`config.mk`:
```
export PLATFORM = sky130hd
export DESIGN_NAME = i2cmr_top
export DESIGN_NICKNAME = d
export VERILOG_FILES = /design/src/hdl/i2cmr_pkg.sv /design/src/hdl/i2cmr_top.sv
export VERILOG_INCLUDE_DIRS = /design/src /design/src/hdl
export SDC_FILE = /design/constraint.sdc
export NUM_CORES = 1
export LEC_CHECK = 0
export ABC_AREA = 1
export BUFFER_PORTS_ARGS = -buffer_cell sky130_fd_sc_hd__buf_2
export CELL_PAD_IN_SITES_DETAIL_PLACEMENT = 2
export CELL_PAD_IN_SITES_GLOBAL_PLACEMENT = 2
export CORE_MARGIN = 3
export CORE_UTILIZATION = 36
export DETAILED_ROUTE_END_ITERATION = 10
export PLACE_DENSITY = 0.89
export SKIP_LAST_GASP = 1
export SYNTH_ARGS = -nofsm -noshare
export SYNTH_HDL_FRONTEND = slang
export SYNTH_SLANG_ARGS = --single-unit
```
`constraint.sdc`:
```
create_clock -name mclk -period 3.45 [get_ports mclk]
set_input_delay 0.345 -clock mclk [delete_from_list [all_inputs] [get_ports mclk]]
set_output_delay 0.345 -clock mclk [all_outputs]
set_load 0.01 [all_outputs]
```
`src/hdl/i2cmr_map.svh`:
```
// Register offsets, field positions and reset values of the I2C master
`ifndef I2CMR_MAP_SVH
`define I2CMR_MAP_SVH
`define I2CMR_A_CTRL 2'h0
`define I2CMR_A_STAT 2'h1
`define I2CMR_A_BUF 2'h2
`define I2CMR_A_BAUD 2'h3
`define I2CMR_C_EN 7
`define I2CMR_C_ACKST 6
`define I2CMR_C_ACK_DATA_BIT 5
`define I2CMR_C_ACK_SEQUENCE_ENABLE 4
`define I2CMR_C_RECEIVE_ENABLE_BIT 3
`define I2CMR_C_PEN 2
`define I2CMR_C_SEN 0
`define I2CMR_S_WRITE_COLLISION_FLAG 7
`define I2CMR_S_OV 6
`define I2CMR_S_STOPD 4
`define I2CMR_S_STARTD 3
`define I2CMR_S_BCL 2
`define I2CMR_S_PIF 1
`define I2CMR_S_BF 0
`define I2CMR_BAUD_RST 8'h04
`define I2CMR_BRG_ZERO 8'h00
`define I2CMR_BRG_ONE 8'h01
`define I2CMR_BYTE_ZERO 8'h00
`define I2CMR_BIT_FIRST 4'h0
`define I2CMR_BIT_ONE 4'h1
`define I2CMR_BIT_LAST 4'h7
`define I2CMR_BIT_ACK 4'h8
`endif

```
`src/hdl/i2cmr_pkg.sv`:
```
// Types shared by the I2C master receive, acknowledge and stop logic
package i2cmr_pkg;
  // Sequencer states
  typedef enum logic [3:0] {
    st_idle, st_start1, st_start2, st_lo, st_hi,
    st_stop1, st_stop2, st_stop3, st_stop4
  } i2cmr_state_type;
  // Kind of byte or bit sequence run by the low/high phases
  typedef enum logic [1:0] {op_tx, op_rx, op_ack} i2cmr_op_type;
endpackage

```
`src/hdl/i2cmr_top.sv`:
```
// I2C master sequencer: address send, byte receive, acknowledge, stop
`timescale 1ns/1ps
`default_nettype none
`include "i2cmr_map.svh"

// Notes on behaviour
// - Receive enable only accepted while idle
// - SCL toggles per baud rollover, SDA shifted in
// - After eighth clock: buffer load, flags, SCL low
// - Buffer full set on load, cleared on read
// - Overflow when byte completes with buffer full
// - Buffer write during receive: collision, no change
// - Buffer write during acknowledge: collision, no change
// - Buffer write during stop: collision, no change
// - Acknowledge drives SCL low, SDA ack data
// - Acknowledge: wait, release SCL, wait, SCL low, idle
// - Stop: SDA low, count, release SCL, then SDA
// - Stop seen sets flag, interrupt one period later
// - Address ack captured, interrupt after ninth clock
// - Interrupt after master ack bit clocked out
// - Reset disables port and aborts transfer
// - Start/stop seen cleared by reset or disable
// - Foreign stop raises interrupt flag when idle
// - SDA compared with intended level, collision flag
// - Baud reloads come from reload register
// - Ack status 0 acknowledged, 1 not
module i2cmr_top (
  input wire logic mclk,
  input wire logic rst_n,
  input wire logic [1:0] addr,
  input wire logic [7:0] wdata,
  input wire logic wr,
  input wire logic rd,
  output logic [7:0] rdata,
  input wire logic scl_i,
  output logic scl_o,
  output logic scl_oe,
  input wire logic sda_i,
  output logic sda_o,
  output logic sda_oe
);
  // Synchronisers; the meta stage feeds only the sync stage
  logic scl_meta_r, scl_sync_r, sda_meta_r, sda_sync_r, sda_dly_r;
  // Sequencer state
  i2cmr_pkg::i2cmr_state_type state_r;
  i2cmr_pkg::i2cmr_op_type op_r;
  logic [3:0] bitcnt_r; // Bit index within the sequence
  logic [7:0] brg_r; // Baud generator down counter
  logic [7:0] shift_r; // serial_shift_register
  logic scl_low_r, sda_low_r; // Pin pull-down requests
  logic ack_st_r; // ack_status_bit
  // Software-held control
  logic en_r, ack_dt_r;
  logic [7:0] baud_r; // baud_reload_register
  logic [7:0] buf_r; // serial_data_buffer
  // Status flags
  logic bf_r, ov_r, write_collision_flag_r, bcl_r, pif_r, startd_r, stopd_r;
  logic [7:0] rdata_r;
  // Decoded strobes and sequencer events
  logic ctrl_wr, stat_wr, buf_wr, buf_rd, cmd_wr, tx_go, write_collision_flag_ev;
  logic tick, hi_done, last_bit, col, start_ev, stop_ev;
  logic rx_done, tx_done, ack_done, tx_bf_clr, pif_ev;
  logic want_one, busy_ack, busy_rx, busy_stop, busy_start;

  // Open drain: the pins are only ever pulled low
  assign scl_o = 1'b0;
  assign sda_o = 1'b0;
  assign scl_oe = scl_low_r;
  assign sda_oe = sda_low_r;
  assign rdata = rdata_r;

  // Bus decode
  assign ctrl_wr = wr && (addr == `I2CMR_A_CTRL);
  assign stat_wr = wr && (addr == `I2CMR_A_STAT);
  assign buf_wr = wr && (addr == `I2CMR_A_BUF);
  assign buf_rd = rd && (addr == `I2CMR_A_BUF);
  assign cmd_wr = ctrl_wr && en_r && (state_r == i2cmr_pkg::st_idle);
  assign tx_go = buf_wr && en_r && (state_r == i2cmr_pkg::st_idle);
  // busy buffer write
  // Covers receive, acknowledge and stop alike, plus a disabled port
  assign write_collision_flag_ev = buf_wr && !tx_go;

  // Baud generator rolls over when it reaches zero
  assign tick = (brg_r == `I2CMR_BRG_ZERO);
  // High phase ends only once SCL really reads high (stretching)
  assign hi_done = (state_r == i2cmr_pkg::st_hi) && tick && scl_sync_r;
  assign last_bit = (op_r == i2cmr_pkg::op_ack) ||
    ((op_r == i2cmr_pkg::op_rx) && (bitcnt_r == `I2CMR_BIT_LAST)) ||
    ((op_r == i2cmr_pkg::op_tx) && (bitcnt_r == `I2CMR_BIT_ACK));
  assign want_one = !sda_low_r;
  // arbitration check
  // Address/data bits and our ack bit; the slave's ack slot is exempt
  assign col = (hi_done && want_one && !sda_sync_r &&
    (op_r != i2cmr_pkg::op_rx) &&
    !((op_r == i2cmr_pkg::op_tx) && (bitcnt_r == `I2CMR_BIT_ACK))) ||
    ((state_r == i2cmr_pkg::st_start1) && tick &&
    !(sda_sync_r && scl_sync_r));
  assign rx_done = hi_done && !col && last_bit &&
    (op_r == i2cmr_pkg::op_rx);
  assign tx_done = hi_done && !col && last_bit &&
    (op_r == i2cmr_pkg::op_tx);
  assign ack_done = hi_done && !col && (op_r == i2cmr_pkg::op_ack);
  assign tx_bf_clr = hi_done && (op_r == i2cmr_pkg::op_tx) &&
    (bitcnt_r == `I2CMR_BIT_LAST);
  // Bus condition detectors on the synchronised lines
  assign start_ev = sda_dly_r && !sda_sync_r && scl_sync_r;
  assign stop_ev = !sda_dly_r && sda_sync_r && scl_sync_r;
  assign pif_ev = rx_done || tx_done || ack_done ||
    ((state_r == i2cmr_pkg::st_start2) && tick) ||
    ((state_r == i2cmr_pkg::st_stop4) && tick) ||
    (stop_ev && (state_r == i2cmr_pkg::st_idle));
  // Enable bits read back as the running sequence
  assign busy_ack = (op_r == i2cmr_pkg::op_ack) &&
    ((state_r == i2cmr_pkg::st_lo) || (state_r == i2cmr_pkg::st_hi));
  assign busy_rx = (op_r == i2cmr_pkg::op_rx) &&
    ((state_r == i2cmr_pkg::st_lo) || (state_r == i2cmr_pkg::st_hi));
  assign busy_stop = (state_r == i2cmr_pkg::st_stop1) ||
    (state_r == i2cmr_pkg::st_stop2) ||
    (state_r == i2cmr_pkg::st_stop3) || (state_r == i2cmr_pkg::st_stop4);
  assign busy_start = (state_r == i2cmr_pkg::st_start1) ||
    (state_r == i2cmr_pkg::st_start2);

  // Pin synchronisers; the delayed stage gives edges
  always_ff @(posedge mclk) begin
    if (!rst_n) begin
      scl_meta_r <= 1'b1;
      scl_sync_r <= 1'b1;
      sda_meta_r <= 1'b1;
      sda_sync_r <= 1'b1;
      sda_dly_r <= 1'b1;
    end else begin
      scl_meta_r <= scl_i;
      scl_sync_r <= scl_meta_r;
      sda_meta_r <= sda_i;
      sda_sync_r <= sda_meta_r;
      sda_dly_r <= sda_sync_r;
    end
  end

  // Software control: port enable, ack data, baud reload
  always_ff @(posedge mclk) begin
    if (!rst_n) begin
      en_r <= 1'b0;
      ack_dt_r <= 1'b0;
      baud_r <= `I2CMR_BAUD_RST;
    end else begin
      if (ctrl_wr) begin
        en_r <= wdata[`I2CMR_C_EN];
        ack_dt_r <= wdata[`I2CMR_C_ACK_DATA_BIT];
      end
      if (wr && (addr == `I2CMR_A_BAUD)) begin
        baud_r <= wdata;
      end
    end
  end

  // Sequencer; reset or disable aborts everything and frees the lines
  always_ff @(posedge mclk) begin
    if (!rst_n || !en_r) begin
      state_r <= i2cmr_pkg::st_idle;
      op_r <= i2cmr_pkg::op_tx;
      bitcnt_r <= `I2CMR_BIT_FIRST;
      brg_r <= `I2CMR_BRG_ZERO;
      shift_r <= `I2CMR_BYTE_ZERO;
      scl_low_r <= 1'b0;
      sda_low_r <= 1'b0;
      ack_st_r <= 1'b0;
    end else begin
      // Count down; phase changes below reload
      if (brg_r != `I2CMR_BRG_ZERO) begin
        brg_r <= brg_r - `I2CMR_BRG_ONE;
      end
      case (state_r)
        i2cmr_pkg::st_idle: begin
          if (cmd_wr && wdata[`I2CMR_C_SEN]) begin
            state_r <= i2cmr_pkg::st_start1;
            sda_low_r <= 1'b0;
            scl_low_r <= 1'b0;
            brg_r <= baud_r;
          end else if (cmd_wr && wdata[`I2CMR_C_PEN]) begin
            state_r <= i2cmr_pkg::st_stop1;
            sda_low_r <= 1'b1;
            brg_r <= baud_r;
          end else if (cmd_wr && wdata[`I2CMR_C_RECEIVE_ENABLE_BIT]) begin
            state_r <= i2cmr_pkg::st_lo;
            op_r <= i2cmr_pkg::op_rx;
            bitcnt_r <= `I2CMR_BIT_FIRST;
            scl_low_r <= 1'b1;
            sda_low_r <= 1'b0;
            brg_r <= baud_r;
          end else if (cmd_wr && wdata[`I2CMR_C_ACK_SEQUENCE_ENABLE]) begin
            state_r <= i2cmr_pkg::st_lo;
            op_r <= i2cmr_pkg::op_ack;
            bitcnt_r <= `I2CMR_BIT_FIRST;
            scl_low_r <= 1'b1;
            sda_low_r <= !wdata[`I2CMR_C_ACK_DATA_BIT];
            brg_r <= baud_r;
          end else if (tx_go) begin
            // Address or data byte, MSB first
            state_r <= i2cmr_pkg::st_lo;
            op_r <= i2cmr_pkg::op_tx;
            bitcnt_r <= `I2CMR_BIT_FIRST;
            scl_low_r <= 1'b1;
            sda_low_r <= !wdata[7];
            shift_r <= wdata;
            brg_r <= baud_r;
          end
        end
        i2cmr_pkg::st_start1: begin
          if (tick && sda_sync_r && scl_sync_r) begin
            sda_low_r <= 1'b1;
            state_r <= i2cmr_pkg::st_start2;
            brg_r <= baud_r;
          end else if (tick) begin
            // Line already low: give up, bus left alone
            state_r <= i2cmr_pkg::st_idle;
          end
        end
        i2cmr_pkg::st_start2: begin
          if (tick) begin
            scl_low_r <= 1'b1;
            state_r <= i2cmr_pkg::st_idle;
          end
        end
        i2cmr_pkg::st_lo: begin
          if (tick) begin
            scl_low_r <= 1'b0;
            state_r <= i2cmr_pkg::st_hi;
            brg_r <= baud_r;
          end
        end
        i2cmr_pkg::st_hi: begin
          if (!scl_sync_r) begin
            // Held low by a slave: the high time starts once it lets go
            brg_r <= baud_r;
          end else if (tick && col) begin
            // Lost arbitration: release both lines
            scl_low_r <= 1'b0;
            sda_low_r <= 1'b0;
            state_r <= i2cmr_pkg::st_idle;
          end else if (tick) begin
            scl_low_r <= 1'b1;
            brg_r <= baud_r;
            if (op_r == i2cmr_pkg::op_rx) begin
              shift_r <= {shift_r[6:0], sda_sync_r};
            end
            if ((op_r == i2cmr_pkg::op_tx) &&
                (bitcnt_r == `I2CMR_BIT_ACK)) begin
              ack_st_r <= sda_sync_r;
            end
            if (last_bit) begin
              state_r <= i2cmr_pkg::st_idle;
            end else begin
              state_r <= i2cmr_pkg::st_lo;
              bitcnt_r <= bitcnt_r + `I2CMR_BIT_ONE;
              if (op_r == i2cmr_pkg::op_tx) begin
                shift_r <= {shift_r[6:0], 1'b0};
              end
              // SDA changes with the falling SCL; ack slot released
              sda_low_r <= (op_r == i2cmr_pkg::op_tx) &&
                (bitcnt_r != `I2CMR_BIT_LAST) && !shift_r[6];
            end
          end
        end
        i2cmr_pkg::st_stop1: begin
          if (sda_sync_r) begin
            brg_r <= baud_r;
          end else if (tick) begin
            scl_low_r <= 1'b0;
            state_r <= i2cmr_pkg::st_stop2;
            brg_r <= baud_r;
          end
        end
        i2cmr_pkg::st_stop2: begin
          if (!scl_sync_r) begin
            brg_r <= baud_r;
          end else if (tick) begin
            sda_low_r <= 1'b0;
            state_r <= i2cmr_pkg::st_stop3;
          end
        end
        i2cmr_pkg::st_stop3: begin
          // Waits for the line to show the stop; a stuck SDA hangs here
          if (stop_ev) begin
            state_r <= i2cmr_pkg::st_stop4;
            brg_r <= baud_r;
          end
        end
        i2cmr_pkg::st_stop4: begin
          if (tick) begin
            state_r <= i2cmr_pkg::st_idle;
          end
        end
        default: begin
          state_r <= i2cmr_pkg::st_idle;
        end
      endcase
    end
  end

  // Buffer and buffer-full; an overrun keeps the unread byte
  always_ff @(posedge mclk) begin
    if (!rst_n) begin
      buf_r <= `I2CMR_BYTE_ZERO;
      bf_r <= 1'b0;
    end else begin
      if (rx_done && !bf_r) begin
        buf_r <= {shift_r[6:0], sda_sync_r};
      end else if (tx_go) begin
        buf_r <= wdata;
      end
      // set on load, clear on read
      if (rx_done || tx_go) begin
        bf_r <= 1'b1;
      end else if (buf_rd || tx_bf_clr ||
          (col && op_r == i2cmr_pkg::op_tx)) begin
        bf_r <= 1'b0;
      end
    end
  end

  // Sticky flags: write one clears, a same-cycle event wins
  always_ff @(posedge mclk) begin
    if (!rst_n) begin
      ov_r <= 1'b0;
      write_collision_flag_r <= 1'b0;
      bcl_r <= 1'b0;
      pif_r <= 1'b0;
    end else begin
      ov_r <= (rx_done && bf_r) ||
        (ov_r && !(stat_wr && wdata[`I2CMR_S_OV]));
      write_collision_flag_r <= write_collision_flag_ev ||
        (write_collision_flag_r && !(stat_wr && wdata[`I2CMR_S_WRITE_COLLISION_FLAG]));
      bcl_r <= col || (bcl_r && !(stat_wr && wdata[`I2CMR_S_BCL]));
      pif_r <= pif_ev || (pif_r && !(stat_wr && wdata[`I2CMR_S_PIF]));
    end
  end

  // Start and stop seen on the bus
  always_ff @(posedge mclk) begin
    if (!rst_n || !en_r) begin
      startd_r <= 1'b0;
      stopd_r <= 1'b0;
    end else if (start_ev) begin
      startd_r <= 1'b1;
      stopd_r <= 1'b0;
    end else if (stop_ev) begin
      startd_r <= 1'b0;
      stopd_r <= 1'b1;
    end
  end

  // Read data, valid in the cycle after the strobe only
  always_ff @(posedge mclk) begin
    if (!rst_n || !rd) begin
      rdata_r <= `I2CMR_BYTE_ZERO;
    end else begin
      case (addr)
        `I2CMR_A_CTRL: rdata_r <= {en_r, ack_st_r, ack_dt_r, busy_ack,
          busy_rx, busy_stop, 1'b0, busy_start};
        `I2CMR_A_STAT: rdata_r <= {write_collision_flag_r, ov_r, 1'b0, stopd_r,
          startd_r, bcl_r, pif_r, bf_r};
        `I2CMR_A_BUF: rdata_r <= buf_r;
        default: rdata_r <= baud_r;
      endcase
    end
  end

  // Receive only ever enters from idle
  property p_rx_from_idle;
    @(posedge mclk) disable iff (!rst_n)
    (state_r == i2cmr_pkg::st_lo && op_r == i2cmr_pkg::op_rx &&
     bitcnt_r == `I2CMR_BIT_FIRST && $changed(state_r))
    |-> $past(state_r) == i2cmr_pkg::st_idle;
  endproperty
  a_rx_from_idle: assert property (p_rx_from_idle)
    else $error("receive began outside idle");

  property p_rx_shift;
    @(posedge mclk) disable iff (!rst_n || !en_r)
    (hi_done && !col && op_r == i2cmr_pkg::op_rx)
    |=> shift_r[0] == $past(sda_sync_r);
  endproperty
  a_rx_shift: assert property (p_rx_shift)
    else $error("sampled SDA not shifted in");

  property p_rx_done;
    @(posedge mclk) disable iff (!rst_n || !en_r)
    rx_done |=> (state_r == i2cmr_pkg::st_idle) && scl_oe && bf_r &&
      pif_r && !busy_rx;
  endproperty
  a_rx_done: assert property (p_rx_done)
    else $error("byte end effects missing");

  property p_bf_read;
    @(posedge mclk) disable iff (!rst_n)
    (buf_rd && !rx_done) |=> !bf_r;
  endproperty
  a_bf_read: assert property (p_bf_read)
    else $error("buffer read left full flag");

  property p_overflow;
    @(posedge mclk) disable iff (!rst_n)
    (rx_done && bf_r) |=> ov_r && (buf_r == $past(buf_r));
  endproperty
  a_overflow: assert property (p_overflow)
    else $error("overflow not flagged");

  property p_write_collision_flag;
    @(posedge mclk) disable iff (!rst_n)
    (buf_wr && state_r != i2cmr_pkg::st_idle && !rx_done)
    |=> write_collision_flag_r && (buf_r == $past(buf_r));
  endproperty
  a_write_collision_flag: assert property (p_write_collision_flag)
    else $error("busy buffer write not refused");

  property p_ack_drive;
    @(posedge mclk) disable iff (!rst_n)
    (state_r == i2cmr_pkg::st_lo && op_r == i2cmr_pkg::op_ack)
    |-> scl_oe && (sda_oe == !ack_dt_r);
  endproperty
  a_ack_drive: assert property (p_ack_drive)
    else $error("ack bit not presented");

  property p_ack_status;
    @(posedge mclk) disable iff (!rst_n || !en_r)
    tx_done |=> (ack_st_r == $past(sda_sync_r)) && pif_r;
  endproperty
  a_ack_status: assert property (p_ack_status)
    else $error("slave ack not captured");

  property p_disable_clr;
    @(posedge mclk) disable iff (!rst_n)
    !en_r |=> !startd_r && !stopd_r && !scl_oe && !sda_oe;
  endproperty
  a_disable_clr: assert property (p_disable_clr)
    else $error("disable left state behind");

  property p_collision;
    @(posedge mclk) disable iff (!rst_n || !en_r)
    col |=> bcl_r && (state_r == i2cmr_pkg::st_idle);
  endproperty
  a_collision: assert property (p_collision)
    else $error("collision not handled");
endmodule
`default_nettype wire

```
Yosys cells after proc, flatten, opt, wreduce, memory -nomap -nowiden --
Cells that the tools add are included.
Storage, ports and cells: register bits after elaboration 67, input bits 16, output and inout bits 12, logic and storage cells 274
Cells by class: $add $sub $neg 2, eq/ne operators 39, multiplexer cells 87, bitwise gates (word level) 3, reduce and logical (&&, ||, !) cells 118
Operators with widths (number):
- $mux 8 | 25
- $mux 4 | 25
- $logic_and 1x1->1 | 57
- $pmux 8 s7 | 1
- $pmux 4 s8 | 1
- $ne 2x2->1 const B | 15
- $mux 1 | 26
- $pmux 8 s3 | 1
- $logic_or 1x1->1 | 22
- $eq 4x3->1 const B | 5
- $logic_not 1->1 | 18
- $reduce_and 9->1 | 2
- $pmux 8 s2 | 1
- $reduce_and 8->1 | 2
- $reduce_and 5->1 | 2
- $eq 4x2->1 const B | 2
- $eq 4x4->1 const B | 2
- $logic_not 8->1 | 1
- $mux 2 | 4
- $pmux 4 s2 | 1
- $reduce_bool 2->1 | 4
- $reduce_bool 8->1 | 1
- $sub 8x1->8 const B | 1
- $eq 2x2->1 const B | 3
- other kinds (20) | 27

Longest topological paths before layout --
Gate-level depths: netlist of run 1.
word-level depth 18, depth in mapped cells 15, mapped depth without buffers 14

Worst setup path before layout of run 1 --
OpenSTA, ideal clock, no wires.
kind reg-to-reg, start register brg_r[0], end register brg_r[4], setup time 0.109 ns, data arrival time 1.626 ns, data required time 3.341 ns, path slack 1.715 ns, cell stages (with the launch flop) 15, period minus slack after synthesis 1.735 ns, cell sequence dfxtp_1 -> inv_1 -> ha_1 -> nand2_1 -> inv_1 -> nand2_1 -> buf_4 -> buf_4 -> nand2_1 -> nand3_1 -> nand3_1 -> a21oi_1 -> nand3_1 -> nand2_1 -> inv_1
Between the ends: longest elaborated chain between the ends 12
Ends and longest elaborated chain:
- start: declaration | line i2cmr_top.sv:48 | logic [7:0] brg_r;
- start signal: assignment | line i2cmr_top.sv:163 | brg_r <= `I2CMR_BRG_ZERO;
- start signal: assignment | line i2cmr_top.sv:171 | brg_r <= brg_r - `I2CMR_BRG_ONE;
- start signal: assignment | line i2cmr_top.sv:179 | brg_r <= baud_r;
- branches (longest 11 deep; another with $sub 8x1->8)
- $pmux 8 s7 (*) | line i2cmr_top.sv:173 | case (state_r)
Mark *: on every way between the ends. A chain may end at the register's enable or synchronous reset.

Final worst setup path of run 1 --
start register brg_r[1], end register bf_r
Between the ends: longest elaborated chain between the ends 14
Ends and longest elaborated chain:
- $logic_not 8->1 (no line) (*)
- $logic_and 1x1->1 (2 in a row) | line i2cmr_top.sv:86 | assign hi_done = (state_r == i2cmr_pkg::st_hi) && tick && scl_sync_r;
- $logic_and 1x1->1 (4 in a row) | line i2cmr_top.sv:93 | assign col = (hi_done && want_one && !sda_sync_r &&
- $logic_or 1x1->1 | line i2cmr_top.sv:93
- $logic_not 1->1 | line i2cmr_top.sv:98 | assign rx_done = hi_done && !col && last_bit &&
- $logic_and 1x1->1 (3 in a row) | line i2cmr_top.sv:98
- $logic_or 1x1->1 | line i2cmr_top.sv:313 | if (rx_done || tx_go) begin
- $mux 1 or $reduce_bool 2->1 (tied branches)
- end signal: assignment | line i2cmr_top.sv:305 | bf_r <= 1'b0;
- end signal: assignment | line i2cmr_top.sv:314 | bf_r <= 1'b1;
- end signal: assignment | line i2cmr_top.sv:317 | bf_r <= 1'b0;
- end: declaration | line i2cmr_top.sv:57 | logic bf_r, ov_r, write_collision_flag_r, bcl_r, pif_r, startd_r, stopd_r;
Mark *: on every way between the ends. The rest lies on a longest branch, timed or not.

==> metrics.cfg, run 1 <==
[synth]
syn_inst = 736
synth_edf_count = 0
ys_ff_latch = 66
yosys.area.top_type_share_pct = 29.1
synth-main-ff-cell = dfxtp_1
yosysWarnings = 0
synth-seq-area-share_pct = 29.1
synth_area_leaders = dfxtp_1 29%, nand2_1 16%, nand3_1 6.7%
yosys.cell_types.count = 42
synth_top_area_cell = dfxtp_1
synthArstFlopShare_pct = 0
synth_area_um2 = 4540
syn_area_per_cell_um2 = 6.17

[timing]
post-route-min-period_ps = 2690
fin_ws_ps = 763
max_freq_ghz = 0.372
fin_tns_setup_ps = 0
worst_pin_slew_ps = 1130
setup_viol = 0
max_slew_margin_pct = 23.7
fin_worst_skew_ps = 10.2
rsz0062_at_grt = false
report.final.slew_viol_count = 0
period_share_pct = 77.9
holdWs_ps = 186
hold_viol = 0

[setup_path]
arrival_ps = 2890
r2r_start = brg_r[1]$_SDFF_PP0_
path_max_fanout = 18
start_kind = flop
worst-setup-path-type = reg -> reg
crit_slowest_cell = o21ai_1
reg2regPathDepth = 9
cp-end-kind = flop
required_ps = 3660
crit_chain = inv_1, ha_1, nand2_1, nor2_8, nand3_4, o21ai_1, o21ai_0, nand3_1, a21oi_1
cpPeakStageDelay_ps = 610
timing.reg2reg.setup_slack_ps = 760
rr_endpoint = bf_r$_SDFFE_PN0P_

[cells_and_area]
fin_util_pct = 41.6
post_route_cells_drive_above_1_share_pct = 12.0
syn2layout_area_growth_pct = 11.2
n_antenna_cell = 0
nNetsFinal = 774
n_fill_cell = 1511

[pwr]
p_leak_nw = 2.34
p_total_mw = 1.90
vdd_drop_max_v = 0.000229
p_per_area_nw_per_um2 = 376

[run]
drv_cap = 0

[clock_network]
cts_sinks = 66
clk_path_buf_depth = 2
cts_made_buffers = 9
cts-root-buf = clkbuf_16
post_cts_buffers = 0
hold_buffers = 0
clock_latency_ps = 360
cts_resized = 0
cts-htree-levels = 3
clkTransAtPathRegs_ps = 60
tritoncts = done

[grt]
grt_pass1_vias = 6251
grt_use_total_pct = 34.2
grt_max_degree = 21
antenna_found_initial = 0
grt.overflow.total = 0
grt_pass1_wl_um = 37100

[drt]
ant_nets = 0
drc_errors = 0
drt-pass1-iter-count = 5
post_drt_wl_per_cell_um = 25.6
drt_iter0_markers = 350
routed-via-count = 5515
wirelength_um = 23700
viasPerCell = 5.95

[floorplanning]
core_area_um2 = 12200
initial_core_util_pct = 37.4
fp.dieW_um = 118
dieArea_um2 = 14000
rows = 40
io_pins = 28
die_y_um = 118

[placement]
hpwl_um = 14600
portBuffers = 25
post-place-ws_ps = 901
gp_congestion = 0.880

[min_path]
whs_path_depth = 2
hold_end = scl_meta_r$_SDFF_PN1_
hold_path_class = in -> reg
worstHoldStart = scl_i

[run_status]
status = complete, no violations

metrics by stage:
stage	area (µm²)	std cells
2_1_floorplan	4550	737
3_3_place_gp	4770	911
3_5_place_dp	4770	911
4_1_cts	5050	927
5_1_grt	5050	927
6_report	5050	927
cell usage after synthesis (2+ instances only):
library cell  count
nand2_1         198
inv_1            78
nor2_1           78
dfxtp_1          66
nand3_1          61
a21oi_1          59
o21ai_0          58
o21ai_1          10
inv_2             9
nor3_1            9
a31oi_1           8
nand4_1           8
nor2_2            8
buf_4             7
clkbuf_1          7
o211ai_1          7
buf_2             6
nand2_2           5
nor2_4            5
clkinv_1          4
ha_1              4
or2_2             4
xor2_1            4
a211oi_1          3
a41oi_1           3
nand3_4           3
a21oi_2           2
a22o_1            2
buf_6             2
nand3_2           2
nor2_8            2
nor3_4            2
o211a_1           2
o21ai_2           2
final cells by class:
type	instances	area (µm²)	area share, %
Tap cell	168	210	4.16
Timing Repair Buffer	28	148	2.92
Clock buffer	9	225	4.46
Clock inverter	7	53.8	1.06
Multi-Input combinational cell	557	2750	54.4
Sequential cell	66	1320	26.1
Inverter	92	348	6.88
logic make-up after synthesis:
| family | synth area share (%) |
|---|---|
| AND/OR/NAND/NOR | 38.8 |
| AO/OA/AOI/OAI | 19.4 |
| buffers and inverters | 10.5 |
| flip-flops | 29.1 |
| XOR/XNOR | 0.964 |
| adder cells (fa/ha/maj) | 1.10 |
| other | 0.0825 |
cells in the final DEF (no fill, tap or decap), drive strengths merged, types with 7 or more instances in the layout:
| cell type | synthesis | layout |
|---|---|---|
| dfxtp | 66 | 66 |
| nand2 | 204 | 204 |
| a31oi | 8 | 8 |
| clkinv | 4 | 7 |
| nor2 | 93 | 93 |
| buf | 15 | 28 |
| a21oi | 61 | 61 |
| inv | 88 | 90 |
| nor3 | 12 | 12 |
| nand3 | 66 | 66 |
| o21ai | 70 | 70 |
| o211ai | 7 | 7 |
| clkbuf | 7 | 9 |
| nand4 | 8 | 8 |
power by group:
part / leakage [nW] / switching, mW / internal (mW) / total [mW]
clock: 0.134 / 0.436 / 0.494 / 0.929
sequential: 0.534 / 0.0186 / 0.774 / 0.793
combinational: 1.67 / 0.134 / 0.0447 / 0.179
total: 2.34 / 0.588 / 1.31 / 1.90
worst max-delay path by stage:
| stage | to | slack (ps) | from | cells after the start |
|---|---|---|---|---|
| after detailed placement | brg_r[1]$_SDFF_PP0_ | 900 | brg_r[0]$_SDFF_PP0_ | 12 |
| after global routing | brg_r[1]$_SDFF_PP0_ | 560 | brg_r[0]$_SDFF_PP0_ | 12 |
| after CTS | brg_r[1]$_SDFF_PP0_ | 840 | state_r[0]$_SDFFE_PP0P_ | 9 |
| final | bf_r$_SDFFE_PN0P_ | 760 | brg_r[1]$_SDFF_PP0_ | 9 |
| after floorplan | brg_r[4]$_SDFF_PP0_ | 1710 | brg_r[0]$_SDFF_PP0_ | 14 |
| after global placement | brg_r[6]$_SDFF_PP0_ | 1090 | brg_r[0]$_SDFF_PP0_ | 11 |
worst max-delay path: cells and delay by family, from the launching register on:
| family | cells | cell delay [ps] |
|---|---|---|
| compound gates | 3 | 1040 |
| fa+ha+maj | 1 | 180 |
| simple gates | 4 | 830 |
| flops | 1 | 340 |
| buf+inv | 1 | 140 |
metal layers:
metal | up-vias | wire length [µm] | GRT usage (%)
met5 | - | 0 | 0
li1 | 2435 | - | -
met3 | 106 | 1490 | 7.03
met1 | 2732 | 9210 | 39.6
met4 | 0 | 1350 | 18.5
met2 | 242 | 11700 | 59.1
sequential cells by signal (all words and copies together), names as in the netlist, 2 cells and up:
signal and flops:
baud_r 8, state_r 4, bitcnt_r 4, rdata 8
op_r 2, brg_r 8, buf_r 8, shift_r 7
No activity file was read; power rests on OpenSTA's default activity.
==> inputs of run 2 (changes only) <==
CORE_UTILIZATION = 30   (was 36)
PLACE_DENSITY = 0.79   (was 0.89)
clock period = 2.3 ns   (was 3.45 ns; I/O delays follow)
==> metrics.cfg, run 2 (synthesized netlist as in run 1, its figures left out) <==
[run_status]
status = complete, no violations

[setup_path]
crit_chain = inv_1, ha_1, nand2_2, inv_1, nand2_2, buf_4, nand2_1, o21ai_1, inv_1, nand2_1, nand4_1, nor2_1, a21oi_1
startpoint = brg_r[0]$_SDFF_PP0_
reg2regPathDepth = 13
cpPeakStageDelay_ps = 350
crit_slowest_cell = dfxtp_1
cp-end-kind = flop
rr_endpoint = brg_r[1]$_SDFF_PP0_
timing.reg2reg.setup_slack_ps = 180
path_max_fanout = 5
crit_end = brg_r[1]$_SDFF_PP0_
worst-setup-path-type = reg -> reg
critical_path.most_common_cell = inv_1
required_ps = 2520
start_kind = flop
arrival_ps = 2340
r2r_start = brg_r[0]$_SDFF_PP0_

[cells_and_area]
syn2layout_area_growth_pct = 16.5
fin_util_pct = 36.0
nNetsFinal = 798
post_route_cells_drive_above_1_share_pct = 15.0
final_cell_mix = 196 x nand2_1, 78 x inv_1, 76 x nor2_1
design_area_um2 = 5300
layout_commonest_cell = nand2_1
n_antenna_cell = 0

[clock_network]
cts_made_buffers = 9
clock_latency_ps = 340
hold_buffers = 0
tritoncts = done
cts-root-buf = clkbuf_16
cts_sinks = 66
cts-htree-levels = 3
clkTransAtPathRegs_ps = 50
clk_path_buf_depth = 2

[timing]
hold_viol = 0
setup_viol = 0
period_share_pct = 92.3
report.final.slew_viol_count = 0
post-route-min-period_ps = 2120
max_slew_margin_pct = 53.6
worst_pin_slew_ps = 694
fin_tns_setup_ps = 0
max_freq_ghz = 0.471
fin_worst_skew_ps = 4.83
rsz0062_at_grt = false

[pwr]
p_per_area_nw_per_um2 = 527
p_total_mw = 2.79
vdd_drop_max_v = 0.000336
p_leak_nw = 2.47

[grt]
grt_pass1_wl_um = 31000
grt_use_total_pct = 24.0
grt.overflow.total = 0
antenna_found_initial = 0
grt_max_degree = 18
grt_pass1_vias = 5742

[drt]
drc_errors = 0
ant_nets = 0
drt_iter0_markers = 250
routed-via-count = 5218
post_drt_wl_per_cell_um = 20.6
wirelength_um = 19900
viasPerCell = 5.41
drt-pass1-iter-count = 4

[floorplanning]
io_pins = 28
core_area_um2 = 14700
rows = 44
fp.dieW_um = 129
initial_core_util_pct = 30.9
die_y_um = 129
dieArea_um2 = 16700

[placement]
portBuffers = 25
gp_congestion = 0.895
hpwl_um = 15200
place_area_um2 = 4960

[min_path]
hold_path_class = in -> reg

[run]
drv_cap = 0

run 2: cell types whose count changed in the layout (fill, tap and decap cells not counted), sizes merged:
cell	previous run	this run
buf	28	51
clkinvlp	2	0
inv	90	88
bufinv	0	1
clkbuf	9	10
nor2	93	94
run 2: area by class of cell:
cell class	count	area, µm²
Fill cell	1809	9400
Clock buffer	10	229
Clock inverter	4	45.0
Inverter	92	348
Timing Repair Buffer	51	345
Tap cell	184	230
Sequential cell	66	1320
Multi-Input combinational cell	558	2780
run 2: where the power goes:
part           switching [mW]  total, mW  internal, mW
registers              0.0224       1.19          1.16
clock network           0.523       1.34         0.821
logic                   0.185      0.263        0.0779
total                   0.730       2.79          2.06
run 2: metal layers:
| metal | GRT usage (%) | part of all wire, % |
|---|---|---|
| met1 | 28.5 | 42 |
| met3 | 4.16 | 3.4 |
| met4 | 7.91 | 2.1 |
| met2 | 43.7 | 52 |
| met5 | 0 | 0 |
run 2: worst min path at each step:
stage	from	end	slack, ps	cells after the start
2_1_floorplan	scl_i	scl_meta_r$_SDFF_PN1_	340	1
3_3_place_gp	sda_meta_r$_SDFF_PN1_	sda_sync_r$_SDFF_PN1_	400	1
3_5_place_dp	scl_meta_r$_SDFF_PN1_	scl_sync_r$_SDFF_PN1_	410	1
4_1_cts	scl_i	scl_meta_r$_SDFF_PN1_	70	2
5_1_grt	scl_i	scl_meta_r$_SDFF_PN1_	70	2
6_report	scl_i	scl_meta_r$_SDFF_PN1_	80	2
run 2: what timing repair did:
action,CTS,global route
pin swaps,0,2
resized for setup,1,5
setup buffers,0,3
setup endpoints to repair,1,15
gates cloned,0,1
run 2: critical path, delay by kind of cell (launching register included):
kind	cells	cell delay (ps)
simple gates	6	750
buf+inv	4	450
flops	1	350
compound gates	2	250
fa+ha+maj	1	210
run 2: per-stage QoR:
| step | hold WS (ps) | cells | setup slack (ps) |
|---|---|---|---|
| finish | 78.2 | 965 | 178 |
| global route | 71.3 | 965 | 18.9 |
| CTS | 67.9 | 961 | 28.9 |
| detailed placement | 411 | 947 | 5.12 |
| global placement | 397 | 947 | 114 |
| floorplan | 337 | 737 | 565 |
==> inputs of run 3 (changes only) <==
ABC_AREA = unset   (was 1)
CORE_UTILIZATION = 33   (was 30)
PLACE_DENSITY = 0.8   (was 0.79)
==> metrics.cfg, run 3 <==
[cells_and_area]
nNetsFinal = 651
multi_input_area_um2 = 2880
final_cell_mix = 88 x buf_4, 63 x nand2_1, 59 x dfxtp_1
syn2layout_area_growth_pct = 34.7
fin_util_pct = 46.3
regArea_um2 = 1340
layout_commonest_cell = buf_4
post_route_cells_drive_above_1_share_pct = 30.5
n_fill_cell = 1348

[synth]
synth-main-ff-cell = dfxtp_1
syn_inst = 540
yosysWarnings = 0
synth-seq-area-share_pct = 31.5
yosysMostFrequentCell = dfxtp_1
synth_edf_count = 0
synth_area_leaders = dfxtp_1 31%, nand2_1 5.7%, a21oi_1 5.0%
synthArstFlopShare_pct = 0
yosys.area.top_type_share_pct = 31.5
syn_area_per_cell_um2 = 7.77
synth_area_um2 = 4200
ys_ff_latch = 66
yosys.cell_types.count = 71
synth_top_area_cell = dfxtp_1
synthTopCellsByCount = 66 x dfxtp_1, 64 x nand2_1, 42 x a21oi_1

[floorplanning]
initial_core_util_pct = 34.4
dieArea_um2 = 14100
io_pins = 28
die_y_um = 119
core_area_um2 = 12200
fp.dieW_um = 119
rows = 40

[grt]
grt_use_total_pct = 32.6
grt.overflow.total = 0
met3_usage_pct = 7.70
antenna_found_initial = 1
use_met1_pct = 37.2
grt_pass1_vias = 5641
grt_max_degree = 31
use_met2_pct = 56.0
grt_pass1_wl_um = 35200
busiest_layer = met2

[clock_network]
cts_sinks = 66
clk_path_buf_depth = 2
cts-htree-levels = 3
clock_latency_ps = 360
cts_made_buffers = 9
clkTransAtPathRegs_ps = 60
cts-root-buf = clkbuf_16
tritoncts = done

[setup_path]
required_ps = 2580
path_max_fanout = 3
start_kind = flop
worst-setup-path-type = reg -> reg
arrival_ps = 2750
cp-end-kind = flop

[drt]
drt_iter0_markers = 393
ant_nets = 0
drt-pass1-iter-count = 5
routed-via-count = 5304
post_drt_wl_per_cell_um = 31.1
wirelength_um = 25000
viasPerCell = 6.59
drc_errors = 0

[timing]
setup_viol = 26
report.final.slew_viol_count = 0
fin_ws_ps = -165
rsz0062_at_grt = true
fin_tns_setup_ps = -1940
max_freq_ghz = 0.406
max_slew_margin_pct = 56.4
period_share_pct = 107
worst_pin_slew_ps = 652
hold_viol = 0
post-route-min-period_ps = 2460
fin_worst_skew_ps = 11.2
holdWs_ps = 88.5

[run_status]
status = complete, but fails checks
violations = negative setup slack

[pwr]
vdd_drop_max_v = 0.000757
p_leak_nw = 2.27
p_total_mw = 3.07
p_per_area_nw_per_um2 = 543

[min_path]
hold_path_class = in -> reg

[placement]
post-place-ws_ps = -154
portBuffers = 25
gp_congestion = 0.933
hpwl_um = 14600

[run]
drv_cap = 0

[run 3: worst paths after layout]
kind                         startpoint                     to  slack, ps  cells past startpoint
setup / recovery    brg_r[1]$_SDFF_PP0_   op_r[1]$_SDFFE_PP0P_       -160                      8
hold / removal                    scl_i  scl_meta_r$_SDFF_PN1_         90                      2
setup reg to reg    brg_r[1]$_SDFF_PP0_   op_r[1]$_SDFFE_PP0P_       -160                      8
hold reg to reg   scl_meta_r$_SDFF_PN1_  scl_sync_r$_SDFF_PN1_        440                      1
[run 3: final cells by class]
class / instances / share of cell area (%)
clock inverters: 5 / 1.51
multi-input cells: 424 / 50.9
diodes: 1 / 0.0443
flip-flops and latches: 66 / 23.6
repair buffers: 117 / 14.7
clock buffers: 11 / 4.47
well taps: 168 / 3.72
inverters: 13 / 1.04
[run 3: cells by family after synthesis]
| kind of cell | Yosys count | share of synthesized area (%) |
|---|---|---|
| xor gates and xnor gates | 6 | 1.25 |
| AOI/OAI and AO/OA | 180 | 28.9 |
| DFF | 66 | 31.5 |
| muxes | 20 | 5.73 |
| and+or+nand+nor | 211 | 26.5 |
| other | 1 | 0.0894 |
| adders and majority gates | 4 | 1.19 |
| buffers and inverters | 52 | 4.92 |
[run 3: what timing repair did]
| action | CTS | global route |
|---|---|---|
| pin swaps | 17 | 14 |
| gates cloned | 1 | 0 |
| endpoints found under the setup margin | 30 | 35 |
| hold buffers | 0 | 0 |
| setup buffers | 13 | 2 |
| resized for setup | 33 | 28 |
[run 3: per-layer routing]
metal | share of wire [%] | vias to the layer above
li1 | - | 2182
met1 | 38 | 2697
met2 | 49 | 302
met3 | 6.5 | 123
met4 | 6.5 | 0
met5 | 0 | -
[run 3: report_power, final]
part / internal [mW] / switching [mW] / leakage [nW]
Combinational: 0.0765 / 0.146 / 1.57
Clock: 1.02 / 0.656 / 0.162
Sequential: 1.15 / 0.0183 / 0.538
Total: 2.25 / 0.821 / 2.27
[run 3: worst max-delay path, stage by stage, from the launching register on]
cell and delay [ps]:
dfxtp_1 320, inv_2 70, ha_4 120, and4bb_2 270
nand3_2 130, a2111o_1 510, a221o_2 370, or4_4 430
a21oi_2 160
[run 3: metrics by stage]
| step | std cells | cell area (µm²) |
|---|---|---|
| after detailed placement | 773 | 4990 |
| after CTS | 802 | 5530 |
| final | 805 | 5650 |
| after global routing | 805 | 5650 |
| after floorplan | 541 | 4240 |
| after global placement | 773 | 4990 |
